`config.mk`:
```
export PLATFORM = sky130hd
export DESIGN_NAME = active_antenna_supervisor
export DESIGN_NICKNAME = d
export VERILOG_FILES = /design/src/verilog/antenna_supervisor_pkg.sv /design/src/verilog/supervisor_timer.sv /design/src/verilog/active_antenna_supervisor.sv
export SDC_FILE = /design/constraint.sdc
export NUM_CORES = 1
export LEC_CHECK = 0
export BUFFER_PORTS_ARGS = -buffer_cell sky130_fd_sc_hd__buf_2
export CORE_UTILIZATION = 48
export CTS_CLUSTER_DIAMETER = 120
export DETAILED_ROUTE_END_ITERATION = 10
export PLACE_DENSITY_LB_ADDON = 0.3
export REMOVE_ABC_BUFFERS = 1
export SKIP_CTS_REPAIR_TIMING = 1
export SLEW_MARGIN = 20
export SYNTH_ARGS = -nofsm -noshare
export SYNTH_HDL_FRONTEND = slang
export SYNTH_SLANG_ARGS = --single-unit
```
`constraint.sdc`:
```
create_clock -name clk_sys -period 1.9 [get_ports clk_sys]
set_input_delay 0.38 -clock clk_sys [delete_from_list [all_inputs] [get_ports clk_sys]]
set_output_delay 0.38 -clock clk_sys [all_outputs]
set_load 0.005 [all_outputs]
```
`src/verilog/antenna_supervisor_pkg.sv`:
```
// Package for the active antenna supervisor: register map, fields, codes and counts.
// Assumes a single 20 MHz clock and a plain word-wide register port.
package antenna_supervisor_pkg;

  localparam int ADDR_W = 8;
  localparam int DATA_W = 32;
  localparam int TIMER_W = 24;

  // Register byte offsets.
  localparam logic [ADDR_W-1:0] CTRL_OFFSET = 8'h00;
  localparam logic [ADDR_W-1:0] TIMEOUT_OFFSET = 8'h04;
  localparam logic [ADDR_W-1:0] STATUS_OFFSET = 8'h08;
  localparam logic [ADDR_W-1:0] CAPS_OFFSET = 8'h0C;
  localparam logic [ADDR_W-1:0] IRQ_STATUS_OFFSET = 8'h10;
  localparam logic [ADDR_W-1:0] IRQ_MASK_OFFSET = 8'h14;

  // Feature enables, one bit each, in capability order.
  typedef struct packed {
    logic short_auto_recovery_enable;
    logic power_down_on_short;
    logic open_detect_enable;
    logic short_detect_enable;
    logic feed_voltage_control_enable;
  } feature_cfg_t;

  localparam int CFG_W = $bits(feature_cfg_t);
  localparam feature_cfg_t CFG_RESET = '0;
  localparam logic CFG_ON = 1'b1;

  // Reported antenna status codes.
  typedef enum logic [1:0] {
    FEED_INIT = 2'h0,
    FEED_OK = 2'h1,
    FEED_SHORT = 2'h2,
    FEED_OPEN = 2'h3
  } feed_status_t;

  // Kind of report on the report port.
  typedef enum logic {
    REPORT_CAPABILITY = 1'b0,
    REPORT_STATUS = 1'b1
  } report_kind_t;

  typedef struct packed {
    logic valid;
    report_kind_t kind;
    feed_status_t status;
    feature_cfg_t caps;
  } feed_report_t;

  // Interrupt event bits.
  localparam int IRQ_W = 3;
  localparam int IRQ_STATUS_CHANGE = 0;
  localparam int IRQ_SHORT_SEEN = 1;
  localparam int IRQ_RECOVERED = 2;
  localparam logic [IRQ_W-1:0] IRQ_RESET = 3'h0;

  // Status register field positions.
  localparam int STAT_CODE_LSB = 0;
  localparam int STAT_POWER_BIT = 2;
  localparam int STAT_CUT_BIT = 3;

  // Recovery timeout and retest settling, in clock cycles.
  localparam int CLK_HZ = 20_000_000;
  localparam int RECOVERY_TIMEOUT_MS = 1000;
  localparam logic [TIMER_W-1:0] RECOVERY_CYCLES_RESET =
    TIMER_W'(longint'(CLK_HZ) / 1000 * RECOVERY_TIMEOUT_MS / 2);
  localparam int RETEST_SETTLE_NS = 1000;
  localparam logic [TIMER_W-1:0] RETEST_SETTLE_CYCLES =
    TIMER_W'((RETEST_SETTLE_NS * (CLK_HZ / 1_000_000) + 999) / 1000);

endpackage

```
`src/verilog/supervisor_timer.sv`:
```
// One-shot down counter used for the recovery timeout and the retest settle time.
// Assumes the caller holds start for one cycle with the wanted count on limit.
module supervisor_timer
  import antenna_supervisor_pkg::*;
(
  // Clock and reset
  input wire logic clk_sys,
  input wire logic nrst,
  // Control
  input wire logic start,
  input wire logic [TIMER_W-1:0] limit,
  // Result
  output logic expired
);

  logic [TIMER_W-1:0] count_reg;
  logic [TIMER_W-1:0] count_next;
  logic running_reg;
  logic running_next;
  logic expired_reg;
  logic expired_next;

  // Loads on start, counts to one, then pulses expired.
  always_comb begin
    count_next = count_reg;
    running_next = running_reg;
    expired_next = 1'b0;
    if (start) begin
      count_next = (limit == '0) ? TIMER_W'(1) : limit;
      running_next = 1'b1;
    end else if (running_reg) begin
      if (count_reg == TIMER_W'(1)) begin
        running_next = 1'b0;
        expired_next = 1'b1;
      end else begin
        count_next = count_reg - TIMER_W'(1);
      end
    end
  end

  always_ff @(posedge clk_sys) begin
    if (!nrst) begin
      count_reg <= '0;
      running_reg <= 1'b0;
      expired_reg <= 1'b0;
    end else begin
      count_reg <= count_next;
      running_reg <= running_next;
      expired_reg <= expired_next;
    end
  end

  assign expired = expired_reg;

endmodule

```
`src/verilog/active_antenna_supervisor.sv`:
```
// Active antenna supervisor: feed cut-off control, short and open sensing, status reports.
// Assumes sense inputs are synchronous to clk_sys and pull-ups sit at the pins.
//
// What this block does
// RL1: Each feature turns on only when its enable bit is written one; power-down on short also turns on with auto recovery.
// RL2: Feed cut-off output is active high; low while the antenna is powered.
// RL3: Short sense is active low, pulled up; the circuit pulls it low on short.
// RL4: Presence sense is active high, pulled up; pulled low when no current drawn.
// RL5: Short without power-down reports SHORT and keeps cut-off low.
// RL6: Without auto recovery a detected short stays reported after sense returns high.
// RL7: Latched short clears only by power cycle, short detect off then on, or feed voltage control off then on.
// RL8: With auto recovery the short status may recover after a timeout.
// RL9: With auto recovery a short reports SHORT, power off, cut-off high.
// RL10: After the timeout, drive cut-off low and resample short sense.
// RL11: Retest without short reports OK, power on; otherwise back to shorted off.
// RL12: With open detection a low presence sense reports OPEN.
// RL13: With open detection a high or floating presence sense reports OK.
// RL14: At start-up emit capability report, then INIT, then OK without fault.
// RL15: Capability report lists one code per enabled feature.
// RL16: No status reports unless feed voltage control is enabled.
// RL17: Recovery timeout is a configurable cycle counter.
module active_antenna_supervisor
  import antenna_supervisor_pkg::*;
(
  // Clock and reset
  input wire logic clk_sys,
  input wire logic nrst,
  // Register port
  input wire logic [ADDR_W-1:0] reg_addr,
  input wire logic [DATA_W-1:0] reg_wdata,
  input wire logic reg_wr,
  input wire logic reg_rd,
  output logic [DATA_W-1:0] reg_rdata,
  // Antenna pins
  input wire logic feed_short_sense_low,
  input wire logic feed_present_sense,
  output logic feed_cut_out,
  // Reports and interrupt
  output feed_report_t feed_status_report,
  output logic irq
);

  typedef enum logic [2:0] {
    ST_OFF,
    ST_CAPS,
    ST_INIT,
    ST_RUN,
    ST_SHORT_HOLD,
    ST_SHORT_CUT,
    ST_RETEST
  } sup_state_t;

  // Register file state.
  feature_cfg_t cfg_reg;
  feature_cfg_t cfg_next;
  logic [TIMER_W-1:0] timeout_reg;
  logic [TIMER_W-1:0] timeout_next;
  logic [IRQ_W-1:0] irq_status_reg;
  logic [IRQ_W-1:0] irq_status_next;
  logic [IRQ_W-1:0] irq_mask_reg;
  logic [IRQ_W-1:0] irq_mask_next;
  logic [DATA_W-1:0] rdata_reg;
  logic [DATA_W-1:0] rdata_next;

  // Supervisor state.
  sup_state_t state_reg;
  sup_state_t state_next;
  feed_status_t status_reg;
  feed_status_t status_next;
  logic cut_reg;
  logic cut_next;
  feed_report_t report_reg;
  feed_report_t report_next;
  logic timer_start;
  logic [TIMER_W-1:0] timer_limit;
  logic timer_expired;
  logic [IRQ_W-1:0] events;

  logic short_sensed;
  logic antenna_missing;
  logic cut_enable;
  feature_cfg_t caps;

  // Short and presence sense polarity.
  // RL3: Active low short.
  assign short_sensed = ~feed_short_sense_low;
  // RL4: Active high presence.
  assign antenna_missing = ~feed_present_sense;

  // Power-down on short is taken when either power-down or recovery is on.
  assign cut_enable = (cfg_reg.power_down_on_short == CFG_ON) ||
                      (cfg_reg.short_auto_recovery_enable == CFG_ON);

  // RL15: Capability codes per feature.
  assign caps = cfg_reg;

  supervisor_timer recovery_timer (
    .clk_sys(clk_sys),
    .nrst(nrst),
    .start(timer_start),
    .limit(timer_limit),
    .expired(timer_expired)
  );

  // Register writes, reads and interrupt status.
  always_comb begin
    cfg_next = cfg_reg;
    timeout_next = timeout_reg;
    irq_mask_next = irq_mask_reg;
    irq_status_next = irq_status_reg;
    rdata_next = '0;
    if (reg_wr) begin
      case (reg_addr)
        // RL1: Enables written as one.
        CTRL_OFFSET: cfg_next = feature_cfg_t'(reg_wdata[CFG_W-1:0]);
        // RL17: Timeout count.
        TIMEOUT_OFFSET: timeout_next = reg_wdata[TIMER_W-1:0];
        IRQ_MASK_OFFSET: irq_mask_next = reg_wdata[IRQ_W-1:0];
        default: ;
      endcase
    end
    if (reg_rd) begin
      case (reg_addr)
        CTRL_OFFSET: rdata_next = DATA_W'(cfg_reg);
        TIMEOUT_OFFSET: rdata_next = DATA_W'(timeout_reg);
        STATUS_OFFSET: begin
          rdata_next[STAT_CODE_LSB +: 2] = status_reg;
          rdata_next[STAT_POWER_BIT] = ~cut_reg;
          rdata_next[STAT_CUT_BIT] = cut_reg;
        end
        CAPS_OFFSET: rdata_next = DATA_W'(caps);
        IRQ_STATUS_OFFSET: begin
          rdata_next = DATA_W'(irq_status_reg);
          irq_status_next = '0;
        end
        IRQ_MASK_OFFSET: rdata_next = DATA_W'(irq_mask_reg);
        default: rdata_next = '0;
      endcase
    end
    // A new event wins over the read clear.
    irq_status_next = irq_status_next | events;
  end

  always_ff @(posedge clk_sys) begin
    if (!nrst) begin
      cfg_reg <= CFG_RESET;
      timeout_reg <= RECOVERY_CYCLES_RESET;
      irq_status_reg <= IRQ_RESET;
      irq_mask_reg <= IRQ_RESET;
      rdata_reg <= '0;
    end else begin
      cfg_reg <= cfg_next;
      timeout_reg <= timeout_next;
      irq_status_reg <= irq_status_next;
      irq_mask_reg <= irq_mask_next;
      rdata_reg <= rdata_next;
    end
  end

  // Supervisor sequence, cut-off control and reports.
  always_comb begin
    state_next = state_reg;
    status_next = status_reg;
    cut_next = cut_reg;
    timer_start = 1'b0;
    timer_limit = timeout_reg;
    events = '0;
    report_next = '0;
    report_next.caps = caps;
    report_next.status = status_reg;
    case (state_reg)
      ST_OFF: begin
        cut_next = 1'b0;
        status_next = FEED_INIT;
        if (cfg_reg.feed_voltage_control_enable == CFG_ON) begin
          state_next = ST_CAPS;
        end
      end
      ST_CAPS: begin
        // RL14: Capability report first.
        report_next.valid = 1'b1;
        report_next.kind = REPORT_CAPABILITY;
        state_next = ST_INIT;
      end
      ST_INIT: begin
        // RL14: INIT status next.
        report_next.valid = 1'b1;
        report_next.kind = REPORT_STATUS;
        report_next.status = FEED_INIT;
        status_next = FEED_INIT;
        state_next = ST_RUN;
      end
      ST_RUN: begin
        // RL2: Feed powered, cut-off low.
        cut_next = 1'b0;
        if ((cfg_reg.short_detect_enable == CFG_ON) && short_sensed) begin
          status_next = FEED_SHORT;
          events[IRQ_SHORT_SEEN] = 1'b1;
          if (cut_enable) begin
            // RL9: Power off on short.
            cut_next = 1'b1;
            state_next = ST_SHORT_CUT;
            timer_start = 1'b1;
          end else begin
            // RL5: Report only, power stays on.
            state_next = ST_SHORT_HOLD;
          end
        end else if ((cfg_reg.open_detect_enable == CFG_ON) && antenna_missing) begin
          // RL12: Open reported.
          status_next = FEED_OPEN;
        end else begin
          // RL13: Present or floating is OK.
          status_next = FEED_OK;
        end
      end
      ST_SHORT_HOLD: begin
        // RL6: Short stays latched.
        cut_next = 1'b0;
        status_next = FEED_SHORT;
        if (cfg_reg.short_detect_enable != CFG_ON) begin
          // RL7: Disable clears the latch.
          state_next = ST_RUN;
        end else if (cut_enable) begin
          cut_next = 1'b1;
          state_next = ST_SHORT_CUT;
          timer_start = 1'b1;
        end
      end
      ST_SHORT_CUT: begin
        status_next = FEED_SHORT;
        cut_next = 1'b1;
        if (cfg_reg.short_detect_enable != CFG_ON) begin
          // RL7: Disable clears the latch.
          cut_next = 1'b0;
          state_next = ST_RUN;
        end else if ((cfg_reg.short_auto_recovery_enable == CFG_ON) && timer_expired) begin
          // RL8: Timeout allows recovery.
          // RL10: Cut-off low for the retest.
          cut_next = 1'b0;
          state_next = ST_RETEST;
          timer_start = 1'b1;
          timer_limit = RETEST_SETTLE_CYCLES;
        end
      end
      ST_RETEST: begin
        cut_next = 1'b0;
        if (timer_expired) begin
          // RL10: Resample the short sense.
          if (short_sensed && (cfg_reg.short_detect_enable == CFG_ON)) begin
            // RL11: Still shorted, back off.
            cut_next = 1'b1;
            state_next = ST_SHORT_CUT;
            timer_start = 1'b1;
          end else begin
            // RL11: Recovered, report OK.
            status_next = FEED_OK;
            events[IRQ_RECOVERED] = 1'b1;
            state_next = ST_RUN;
          end
        end
      end
      default: begin
        state_next = ST_OFF;
        cut_next = 1'b0;
      end
    endcase
    // RL16: No reporting without voltage control.
    if (cfg_reg.feed_voltage_control_enable != CFG_ON) begin
      state_next = ST_OFF;
      cut_next = 1'b0;
      status_next = FEED_INIT;
      report_next.valid = 1'b0;
    end else if ((state_reg != ST_OFF) && (state_reg != ST_CAPS) && (state_reg != ST_INIT) &&
                 (status_next != status_reg)) begin
      report_next.valid = 1'b1;
      report_next.kind = REPORT_STATUS;
      report_next.status = status_next;
      events[IRQ_STATUS_CHANGE] = 1'b1;
    end
  end

  always_ff @(posedge clk_sys) begin
    if (!nrst) begin
      state_reg <= ST_OFF;
      status_reg <= FEED_INIT;
      cut_reg <= 1'b0;
      report_reg <= '0;
    end else begin
      state_reg <= state_next;
      status_reg <= status_next;
      cut_reg <= cut_next;
      report_reg <= report_next;
    end
  end

  assign feed_cut_out = cut_reg;
  assign feed_status_report = report_reg;
  assign reg_rdata = rdata_reg;
  assign irq = |(irq_status_reg & irq_mask_reg);

endmodule

```
==> results of run 1 <==
-- metrics by stage --
stage	cell area [um2]	setup slack [ps]	instances	TNS, ps	hold slack [ps]
6_report	6316	-58.37	841	-102.2	208.8
2_1_floorplan	4603	-869.9	516	-21310	450.2
4_1_cts	6135	-190.9	837	-1197	197.9
3_3_place_gp	5911	-162.0	821	-5782	468.7
5_1_grt	6316	-111.7	841	-659.4	201.4
3_5_place_dp	5911	-176.2	821	-7539	480.7
-- path summary, 6_finish.rpt --
| kind | endpoint | slack [ps] | cells past startpoint |
|---|---|---|---|
| worst min register to register | recovery_timer.count_reg[16] | 500 | 2 |
| worst min-delay path | timeout_reg[19] | 210 | 3 |
| worst max-delay path | recovery_timer.count_reg[21] | -60 | 6 |
| worst max register to register | recovery_timer.count_reg[21] | -60 | 6 |
-- final cells by class --
class / instances / area [um2] / area share, %
clock inverters: 7 / 100.1 / 1.585
flip-flops and latches: 100 / 2006 / 31.76
clock buffers: 9 / 123.9 / 1.961
well taps: 133 / 166.4 / 2.635
repair buffers: 176 / 1179 / 18.66
multi-input cells: 406 / 2704 / 42.81
inverters: 10 / 37.54 / 0.5943
-- routing by layer --
layer	track usage, %	vias to the layer above	routed length (um)
met5	0	-	0
met4	9.890	0	309
met3	5.814	30	858
met2	42.88	175	6549
met1	36.19	2259	6084
li1	-	2285	-
-- layout by cell type (no fill, tap or decap), types with 4 or more instances in the layout --
master     netlist  routed
buf_4            9     101
xnor2_1          7       7
o211a_1          5       5
a21oi_1         18      17
nor2_1          19      18
nor3_1          12       9
nand2_1         77      76
o2111ai_1       10       9
mux2i_1         10      10
or4_1            6       6
dfxtp_1        100      97
a22oi_1         10      10
nand4_1          8       8
o31ai_1          8       7
a21boi_0        21      21
o22ai_1          4       4
xor2_1           7       7
conb_1           1       8
nor3_2           2       4
nand2b_1        12      11
nor4_4           1       4
or3_1            7       6
clkbuf_8         0       9
nor4_1           8       6
inv_1           10      10
nand3_1         19      19
o21ai_0         17      16
o2bb2ai_1        5       5
buf_2           11      72
and2_1          27      27
nor2b_1         18      16
o211ai_1         6       6
-- worst register-to-register path: cells and delay by family, from the launching register on --
kind	cells	cell delay, ps
buffers and inverters	1	180
DFF	1	350
and+or+nand+nor	5	1380
-- logic make-up after synthesis --
family | synth area share [%]
AND/OR/NAND/NOR | 27.29
AO/OA/AOI/OAI | 20.51
flip-flops | 41.86
buffers and inverters | 5.076
XOR/XNOR | 2.564
multiplexers | 2.093
adder cells (fa/ha/maj) | 0.5232
other | 0.07842
-- where the power goes --
part	internal (mW)	switching [mW]
clock network	0.751	0.780
registers	2.10	0.00111
logic	0.0587	0.0733
==> metrics.md, run 1 <==
| Metric | Value |
|---|---|
| Status | `finished with violations` |
| Failing checks | `negative setup slack` |
| Synth async-reset ratio | `0%` |
| RePlAce Congestion | `~0.94` |
| Crit path cell chain | `nor4_4 -> buf_4 -> and4bb_2 -> nand4_1 -> or4_1 -> nand3_1` |
| Post-synth top area cell | `dfxtp_1` |
| Hold Crit Class | `in -> reg` |
| DP HPWL | `around 10000 um` |
| P_leak | `around 2.7 nW` |
| Syn Area/Cell | `a little under 9 um2` |
| Fin util | `between 60 and 70%` |
| Port buffer count | `slightly above 70` |
| Slowest stage delay, CP | `510 ps` |
| Vias in the first global route | `between 4000 and 5000` |
| Pwr/cell area | `595.1 nW/um2` |
| Worst skew pair latency | `between 300 and 400 ps` |
| Seq/Total Area, Yosys | `a little over two fifths` |
| Post-synth top area share | `between 40% and 50%` |
| Antenna violations before repair | `0` |
| H-tree levels | `3` |
| Worst r2r src | `recovery_timer.count_reg[14]` |
| Final Max Slew Viols | `0` |
| Antenna cell count | `0` |
| DR pass1 iterations | `5` |
| Dominant synthesized flop cell | `dfxtp_1` |
| Reg clk slew, reported paths | `around 100 ps` |
| Die area | `between 10000 and 15000 um2` |
| Yosys Warn Count | `0` |
| Yosys cell types | `66` |
| # nets final | `~750` |
| Max_cap viols | `0` |
| CTS sink cnt | `100` |
| Post-synth top cells | `dfxtp_1, nand2_1, and2_1, a21boi_0` |
| Finish-stage setup viols | `4` |
| Hold Crit Start | `reg_wdata[19]` |
| Die W | `between 100 and 150 um` |
| First-pass GRT wire length | `between 20000 and 25000 um` |
| Post-Syn Instances | `~550` |
| Initial core utilization | `between 40% and 50%` |
| Most numerous cell in the Yosys netlist | `dfxtp_1` |
| Critical path fanouts, max | `5` |
| DR WL/cell | `~16 um` |
| WS Path Type | `reg -> reg` |
| Post-synth EDFFs | `0` |
| Critical Path Start Type | `register` |
| Pin count of the biggest net entering global routing | `27` |
| Required time of the critical path | `2230 ps` |
| Fin. Hold Viols | `0` |
| Antenna viol nets, final | `0` |
| I/O pin cnt | `89` |
| Core area | `between 9000 and 10000 um2` |
| Max clock buf depth | `2` |
| TritonCTS clock tree | `built` |
| Initial DRC Count | `262` |
| CTS Buf Count | `9` |
| GRT Total Usage | `26.99%` |
| FILL cells | `between 800 and 900` |
| CP max-delay cell | `or4_1` |
| Gr ovfl total | `0` |
| CTS root buf | `clkbuf_8` |
| Area delta synth->final | `32.08%` |
| Final wirelength | `between 10000 and 15000 um` |
| Share of post-route cells with drive strength above 1 | `between 30% and 40%` |
| Fmax | `between 500 and 600 MHz` |
| VDD IR max | `about 0.29 mV` |
| Fin worst setup slack | `-58.37 ps` |
| Die Span Y | `101.8 um` |
| WP data arrival | `approximately 2300 ps` |
| RSZ-0062 raised after global routing | `true` |
| WP buf/inv | `1` |
| Post-Route Skew | `a little over 9 ps` |
| Top post-synthesis cells by area | `dfxtp_1, nand2_1, and2_1, a21boi_0, nor2b_1` |
| Vias per std cell | `between 5 and 6` |
| Synthesized flop and latch total | `100` |
| # DRC | `0` |
| Worst Setup SP | `recovery_timer.count_reg[14]` |
| Worst Setup End Kind | `register` |
| Row cnt | `36` |
| Cell family with most CP delay | `simple AND/OR/NAND/NOR gates` |
| Area of the mapped netlist | `~4800 um2` |
| Power consumption | `roughly 3.8 mW` |
| Vias post-DR | `4749` |
| Part of the cycle the worst path needs | `103.1%` |
| Crit path time final | `1958 ps` |
Power figures use the tool's default switching activity.
==> run 2, diff against run 1 <==
--- a/config.mk
+++ b/config.mk
@@ -5,7 +5,7 @@
 export SDC_FILE = /design/constraint.sdc
 export NUM_CORES = 1
 export LEC_CHECK = 0
-export BUFFER_PORTS_ARGS = -buffer_cell sky130_fd_sc_hd__buf_2
+export BUFFER_PORTS_ARGS = -buffer_cell sky130_fd_sc_hd__clkbuf_2
 export CORE_UTILIZATION = 48
 export CTS_CLUSTER_DIAMETER = 120
 export DETAILED_ROUTE_END_ITERATION = 10
==> metrics.md, run 2 (synthesized netlist as in run 1, its figures left out) <==
| Metric | Value |
|---|---|
| DP HPWL | `approximately 10000 um` |
| Final Non-Filler Cells | `848` |
| VDD IR max | `approximately 0.29 mV` |
| Pwr/cell area | `558.9 nW/um2` |
| FF-to-FF path depth | `6` |
| DR WL/cell | `roughly 16 um` |
| NetSw | `just under 800 uW` |
| Fin worst setup slack | `about 0.35 ps` |
| RePlAce Congestion | `roughly 1` |
| WS Path Type | `reg -> reg` |
| Antenna violations before repair | `0` |
| Cell total after placement | `between 800 and 900` |
| Final Cell Area | `between 6000 and 7000 um2` |
| Hold Crit Class | `in -> reg` |
| Fmax | `roughly 530 MHz` |
| Initial core utilization | `between 40% and 50%` |
| Max clock buf depth | `2` |
| Sw frac | `22.19%` |
| Antenna viol nets, final | `0` |
| Core area | `slightly below 10000 um2` |
| Reg clk slew, reported paths | `90 ps` |
| Worst Setup End Kind | `register` |
| Row cnt | `36` |
| FILL cells | `837` |
| CTS root buf | `clkbuf_8` |
| DP Area | `between 5000 and 6000 um2` |
| Commonest non-fill, non-tap cell in the layout | `buf_4` |
| Clock power frac | `37.6%` |
| Internal | `roughly 2.8 mW` |
| Combinational power share | `under 10%` |
| GRT Total Usage | `~27%` |
| # nets final | `~760` |
| Pin count of the biggest net entering global routing | `46` |
| Die Span Y | `around 100 um` |
| Port buffer count | `72` |
| Status | `finished, final reports clean` |
| CTS Buf Count | `9` |
| RSZ-0062 raised after global routing | `true` |
| Share of post-route cells with drive strength above 1 | `around 34%` |
| Final Max Slew Viols | `0` |
| Antenna cell count | `0` |
| Vias per std cell | `5.652` |
| Flop pwr share | `slightly below 60%` |
| Die area | `10370 um2` |
| Finish-stage setup viols | `0` |
| Vias in the first global route | `approximately 4400` |
| Post-Route Skew | `11.24 ps` |
| Max_cap viols | `0` |
| Fin util | `between 60% and 70%` |
| Vias post-DR | `4793` |
| Critical path fanouts, max | `4` |
| H-tree levels | `3` |
| Hold path depth | `3` |
| DR pass1 iterations | `6` |
| First-pass GRT wire length | `22040 um` |
| # DRC | `0` |
| TritonCTS clock tree | `built` |
| I/O pin cnt | `89` |
| Initial DRC Count | `just under 300` |
| Fin. Hold Viols | `0` |
| Worst skew pair latency | `between 300 and 400 ps` |
| CTS sink cnt | `100` |
| Most frequent cells in the layout | `buf_4, dfxtp_1, nand2_1` |
| Gr ovfl total | `0` |
| P_leak | `2.756 nW` |
| Required time of the critical path | `approximately 2200 ps` |
| Critical Path Start Type | `register` |
| Final wirelength | `13800 um` |
| Die W | `101.8 um` |
| Area delta synth->final | `33.60%` |
| Part of the cycle the worst path needs | `between 90% and 100%` |
| Pre-CTS setup slack | `-418.6 ps` |
| Crit path time final | `1900 ps` |
| WP data arrival | `approximately 2200 ps` |
-- run 2: cell count changes in the layout (fill, tap and decap cells not counted), moves of 2 or more --
cell / previous run / this run
buf_6: 0 / 2
o21ai_0: 16 / 14
dfxtp_2: 3 / 7
buf_4: 101 / 109
clkinv_4: 3 / 0
dfxtp_1: 97 / 93
buf_2: 72 / 0
clkbuf_2: 0 / 72
o21ai_1: 2 / 4
-- run 2: final cells by class --
type	count	area, um2	area share, %
Inverter	10	37.54	0.5875
Multi-Input combinational cell	406	2734	42.79
Sequential cell	100	2011	31.47
Tap cell	133	166.4	2.605
Clock inverter	2	37.54	0.5875
Clock buffer	11	141.4	2.213
Timing Repair Buffer	186	1261	19.74
-- run 2: critical path, stage by stage, from the launching register on --
cell      delay, ps
dfxtp_2         350
nor4_4          260
buf_4           170
and4bb_2        260
nand4_1         210
or4_1           510
nand3_1          90
-- run 2: per-layer routing --
layer | vias to the layer above | wire length [um] | share of wire (%) | GRT usage [%]
met5 | - | 0 | 0 | 0
met1 | 2284 | 6213 | 45 | 38.12
met3 | 20 | 928 | 6.7 | 6.019
li1 | 2302 | - | - | -
met4 | 0 | 210 | 1.5 | 7.582
met2 | 187 | 6443 | 47 | 42.57
-- run 2: through the flow --
step / setup TNS, ps / hold WS (ps) / total power [mW]
after global placement: -10180 / 471.4 / 2.272
after global routing: -657.3 / 211.0 / 3.680
after CTS: -5703 / 205.7 / 3.574
final: 0 / 211.7 / 3.570
after detailed placement: -12030 / 489.6 / 2.272
after floorplan: -21310 / 450.2 / 2.178
-- run 2: power groups by stage --
stage | Combinational [mW] | Sequential [mW] | Clock [mW]
final | 0.132 | 2.10 | 1.34
after detailed placement | 0.127 | 2.15 | 0
after global placement | 0.126 | 2.15 | 0
after CTS | 0.128 | 2.10 | 1.35
after global routing | 0.141 | 2.10 | 1.44
after floorplan | 0.0328 | 2.15 | 0
-- run 2: path summary, 6_finish.rpt --
check | from | to | slack [ps]
worst max-delay path | recovery_timer.count_reg[14] | recovery_timer.count_reg[21] | 0.3
worst min-delay path | reg_wdata[10] | timeout_reg[10] | 210
worst max register to register | recovery_timer.count_reg[14] | recovery_timer.count_reg[21] | 0.3
worst min register to register | timeout_reg[16] | recovery_timer.count_reg[16] | 500
==> run 3, diff against run 2 <==
--- a/config.mk
+++ b/config.mk
@@ -10,7 +10,6 @@
 export CTS_CLUSTER_DIAMETER = 120
 export DETAILED_ROUTE_END_ITERATION = 10
 export PLACE_DENSITY_LB_ADDON = 0.3
-export REMOVE_ABC_BUFFERS = 1
 export SKIP_CTS_REPAIR_TIMING = 1
 export SLEW_MARGIN = 20
 export SYNTH_ARGS = -nofsm -noshare
==> constraint.sdc (replaced) <==
create_clock -name clk_sys -period 2.08 [get_ports clk_sys]
set_input_delay 0.416 -clock clk_sys [delete_from_list [all_inputs] [get_ports clk_sys]]
set_output_delay 0.416 -clock clk_sys [all_outputs]
set_load 0.005 [all_outputs]
==> metrics.md, run 3 (synthesized netlist as in run 1, its figures left out) <==
| Metric | Value |
|---|---|
| FILL cells | `about 920` |
| Fmax | `slightly above 500 MHz` |
| Core area | `around 9700 um2` |
| First-pass GRT wire length | `20290 um` |
| Internal | `2.639 mW` |
| Flop2flop setup slack | `around 130 ps` |
| DR pass1 iterations | `5` |
| Share of post-route cells with drive strength above 1 | `23.74%` |
| Row cnt | `36` |
| GRT Total Usage | `approximately a quarter` |
| Antenna viol nets, final | `0` |
| RSZ-0062 raised after global routing | `false` |
| RePlAce Congestion | `about 0.91` |
| R2R Path End | `recovery_timer.count_reg[21]` |
| Antenna violations before repair | `0` |
| Die W | `roughly 100 um` |
| Fin. Hold Viols | `0` |
| WP data arrival | `approximately 2300 ps` |
| Vias in the first global route | `between 4000 and 5000` |
| Hold Crit Class | `in -> reg` |
| Final wirelength | `about 13000 um` |
| Status | `finished, final reports clean` |
| DP HPWL | `9339 um` |
| WP buf/inv | `2` |
| Area delta synth->final | `20.88%` |
| Crit path cell chain | `inv_1 -> ha_1 -> nor2b_1 -> nand4_2 -> buf_4 -> nand4_1 -> or4_1 -> nand3_1` |
| Gr ovfl total | `0` |
| Reg clk slew, reported paths | `90 ps` |
| Crit path capture | `recovery_timer.count_reg[21]` |
| Pin count of the biggest net entering global routing | `26` |
| Max clock buf depth | `2` |
| Worst Setup SP | `recovery_timer.count_reg[1]` |
| Cell family with most CP delay | `simple AND/OR/NAND/NOR gates` |
| CTS root buf | `clkbuf_8` |
| Part of the cycle the worst path needs | `just over 90%` |
| Pwr/cell area | `585.9 nW/um2` |
| Max_cap viols | `0` |
| Most frequent cells in the layout | `dfxtp_1, nand2_1, clkbuf_2` |
| Final Non-Filler Cells | `roughly 790` |
| Die area | `approximately 10000 um2` |
| CTS Buf Count | `9` |
| # nets final | `approximately 700` |
| TritonCTS clock tree | `built` |
| # DRC | `0` |
| Port buffer count | `between 70 and 80` |
| Crit path time final | `1945 ps` |
| Antenna cell count | `0` |
| Finish-stage setup viols | `0` |
| P_leak | `between 2 and 2.5 nW` |
| WS Path Type | `reg -> reg` |
| DR WL/cell | `between 15 and 20 um` |
| Commonest non-fill, non-tap cell in the layout | `dfxtp_1` |
| Register area | `between 2000 and 2500 um2` |
| H-tree levels | `3` |
| Final TNS setup | `0 ps` |
| Critical path depth | `8` |
| Initial core utilization | `49.15%` |
| Post-Route Skew | `approximately 12 ps` |
| Vias per std cell | `5.650` |
| Worst-margin pin slew | `545.0 ps` |
| VDD IR max | `~0.44 mV` |
| Slew HR | `a little under two thirds` |
| Multi-input gate area | `2589 um2` |
| CP max-delay cell | `or4_1` |
| Final Max Slew Viols | `0` |
| NetSw | `around 750 uW` |
| Worst Setup End Kind | `register` |
| Sw frac | `between 20 and 25%` |
| CTS sink cnt | `100` |
| Combinational power share | `~3.4%` |
| Critical Path Start Type | `register` |
| I/O pin cnt | `89` |
| Die Span Y | `a little over 100 um` |
| Clock power frac | `40.0%` |
| Worst r2r src | `recovery_timer.count_reg[1]` |
| Slowest stage delay, CP | `510 ps` |
| Critical path fanouts, max | `9` |
| Initial DRC Count | `about 170` |
| Worst skew pair latency | `~370 ps` |
| Required time of the critical path | `approximately 2400 ps` |
| Flop pwr share | `a little under three fifths` |
| FF-to-FF path depth | `8` |
| Cell total after placement | `between 700 and 800` |
| Vias post-DR | `~4400` |
run 3: power groups by stage:
| stage | clock (mW) | sequential, mW | combinational [mW] |
|---|---|---|---|
| final | 1.36 | 1.92 | 0.116 |
| after global routing | 1.47 | 1.92 | 0.126 |
| after floorplan | 0 | 1.96 | 0.0573 |
| after CTS | 1.38 | 1.92 | 0.115 |
| after detailed placement | 0 | 1.96 | 0.114 |
| after global placement | 0 | 1.96 | 0.114 |
run 3: per-layer routing:
metal	up-vias	global-route usage, %	wire (um)
met5	-	0	0
met4	0	11.98	396
met3	31	4.446	498
met2	102	42.31	6176
met1	2121	32.09	5603
li1	2187	-	-
run 3: worst min-delay path, stage by stage:
cell	delay [ps]
clkbuf_2	80
nand2_1	40
nand3_1	70
run 3: metrics by stage:
| stage | total power [mW] | hold slack [ps] | instance area (um2) | setup WS, ps | utilization, % |
|---|---|---|---|---|---|
| after floorplan | 2.017 | 451.6 | 4808 | 91.79 | - |
| after CTS | 3.415 | 247.4 | 5761 | 42.81 | 59.21 |
| after global routing | 3.508 | 251.2 | 5781 | 10.73 | 59.41 |
| after detailed placement | 2.074 | 488.5 | 5548 | 12.53 | 57.02 |
| after global placement | 2.074 | 468.5 | 5548 | 40.55 | 57.02 |
| final | 3.387 | 260.0 | 5781 | 134.6 | 59.41 |
run 3: worst min-delay path by stage:
stage	startpoint	end	slack, ps	cells past startpoint
2_1_floorplan	timeout_reg[16]	recovery_timer.count_reg[16]	450	2
3_3_place_gp	irq_mask_reg[1]	irq_mask_reg[1]	470	2
3_5_place_dp	irq_mask_reg[1]	irq_mask_reg[1]	490	2
4_1_cts	reg_wdata[23]	timeout_reg[23]	250	3
5_1_grt	reg_wdata[12]	timeout_reg[12]	250	3
6_report	reg_wdata[23]	timeout_reg[23]	260	3
run 3: final cells by class:
cell class,count,share of cell area (%)
flip-flops and latches,100,34.63
multi-input cells,406,44.78
well taps,133,2.879
repair buffers,122,13.38
clock inverters,6,1.537
inverters,10,0.6494
clock buffers,9,2.143
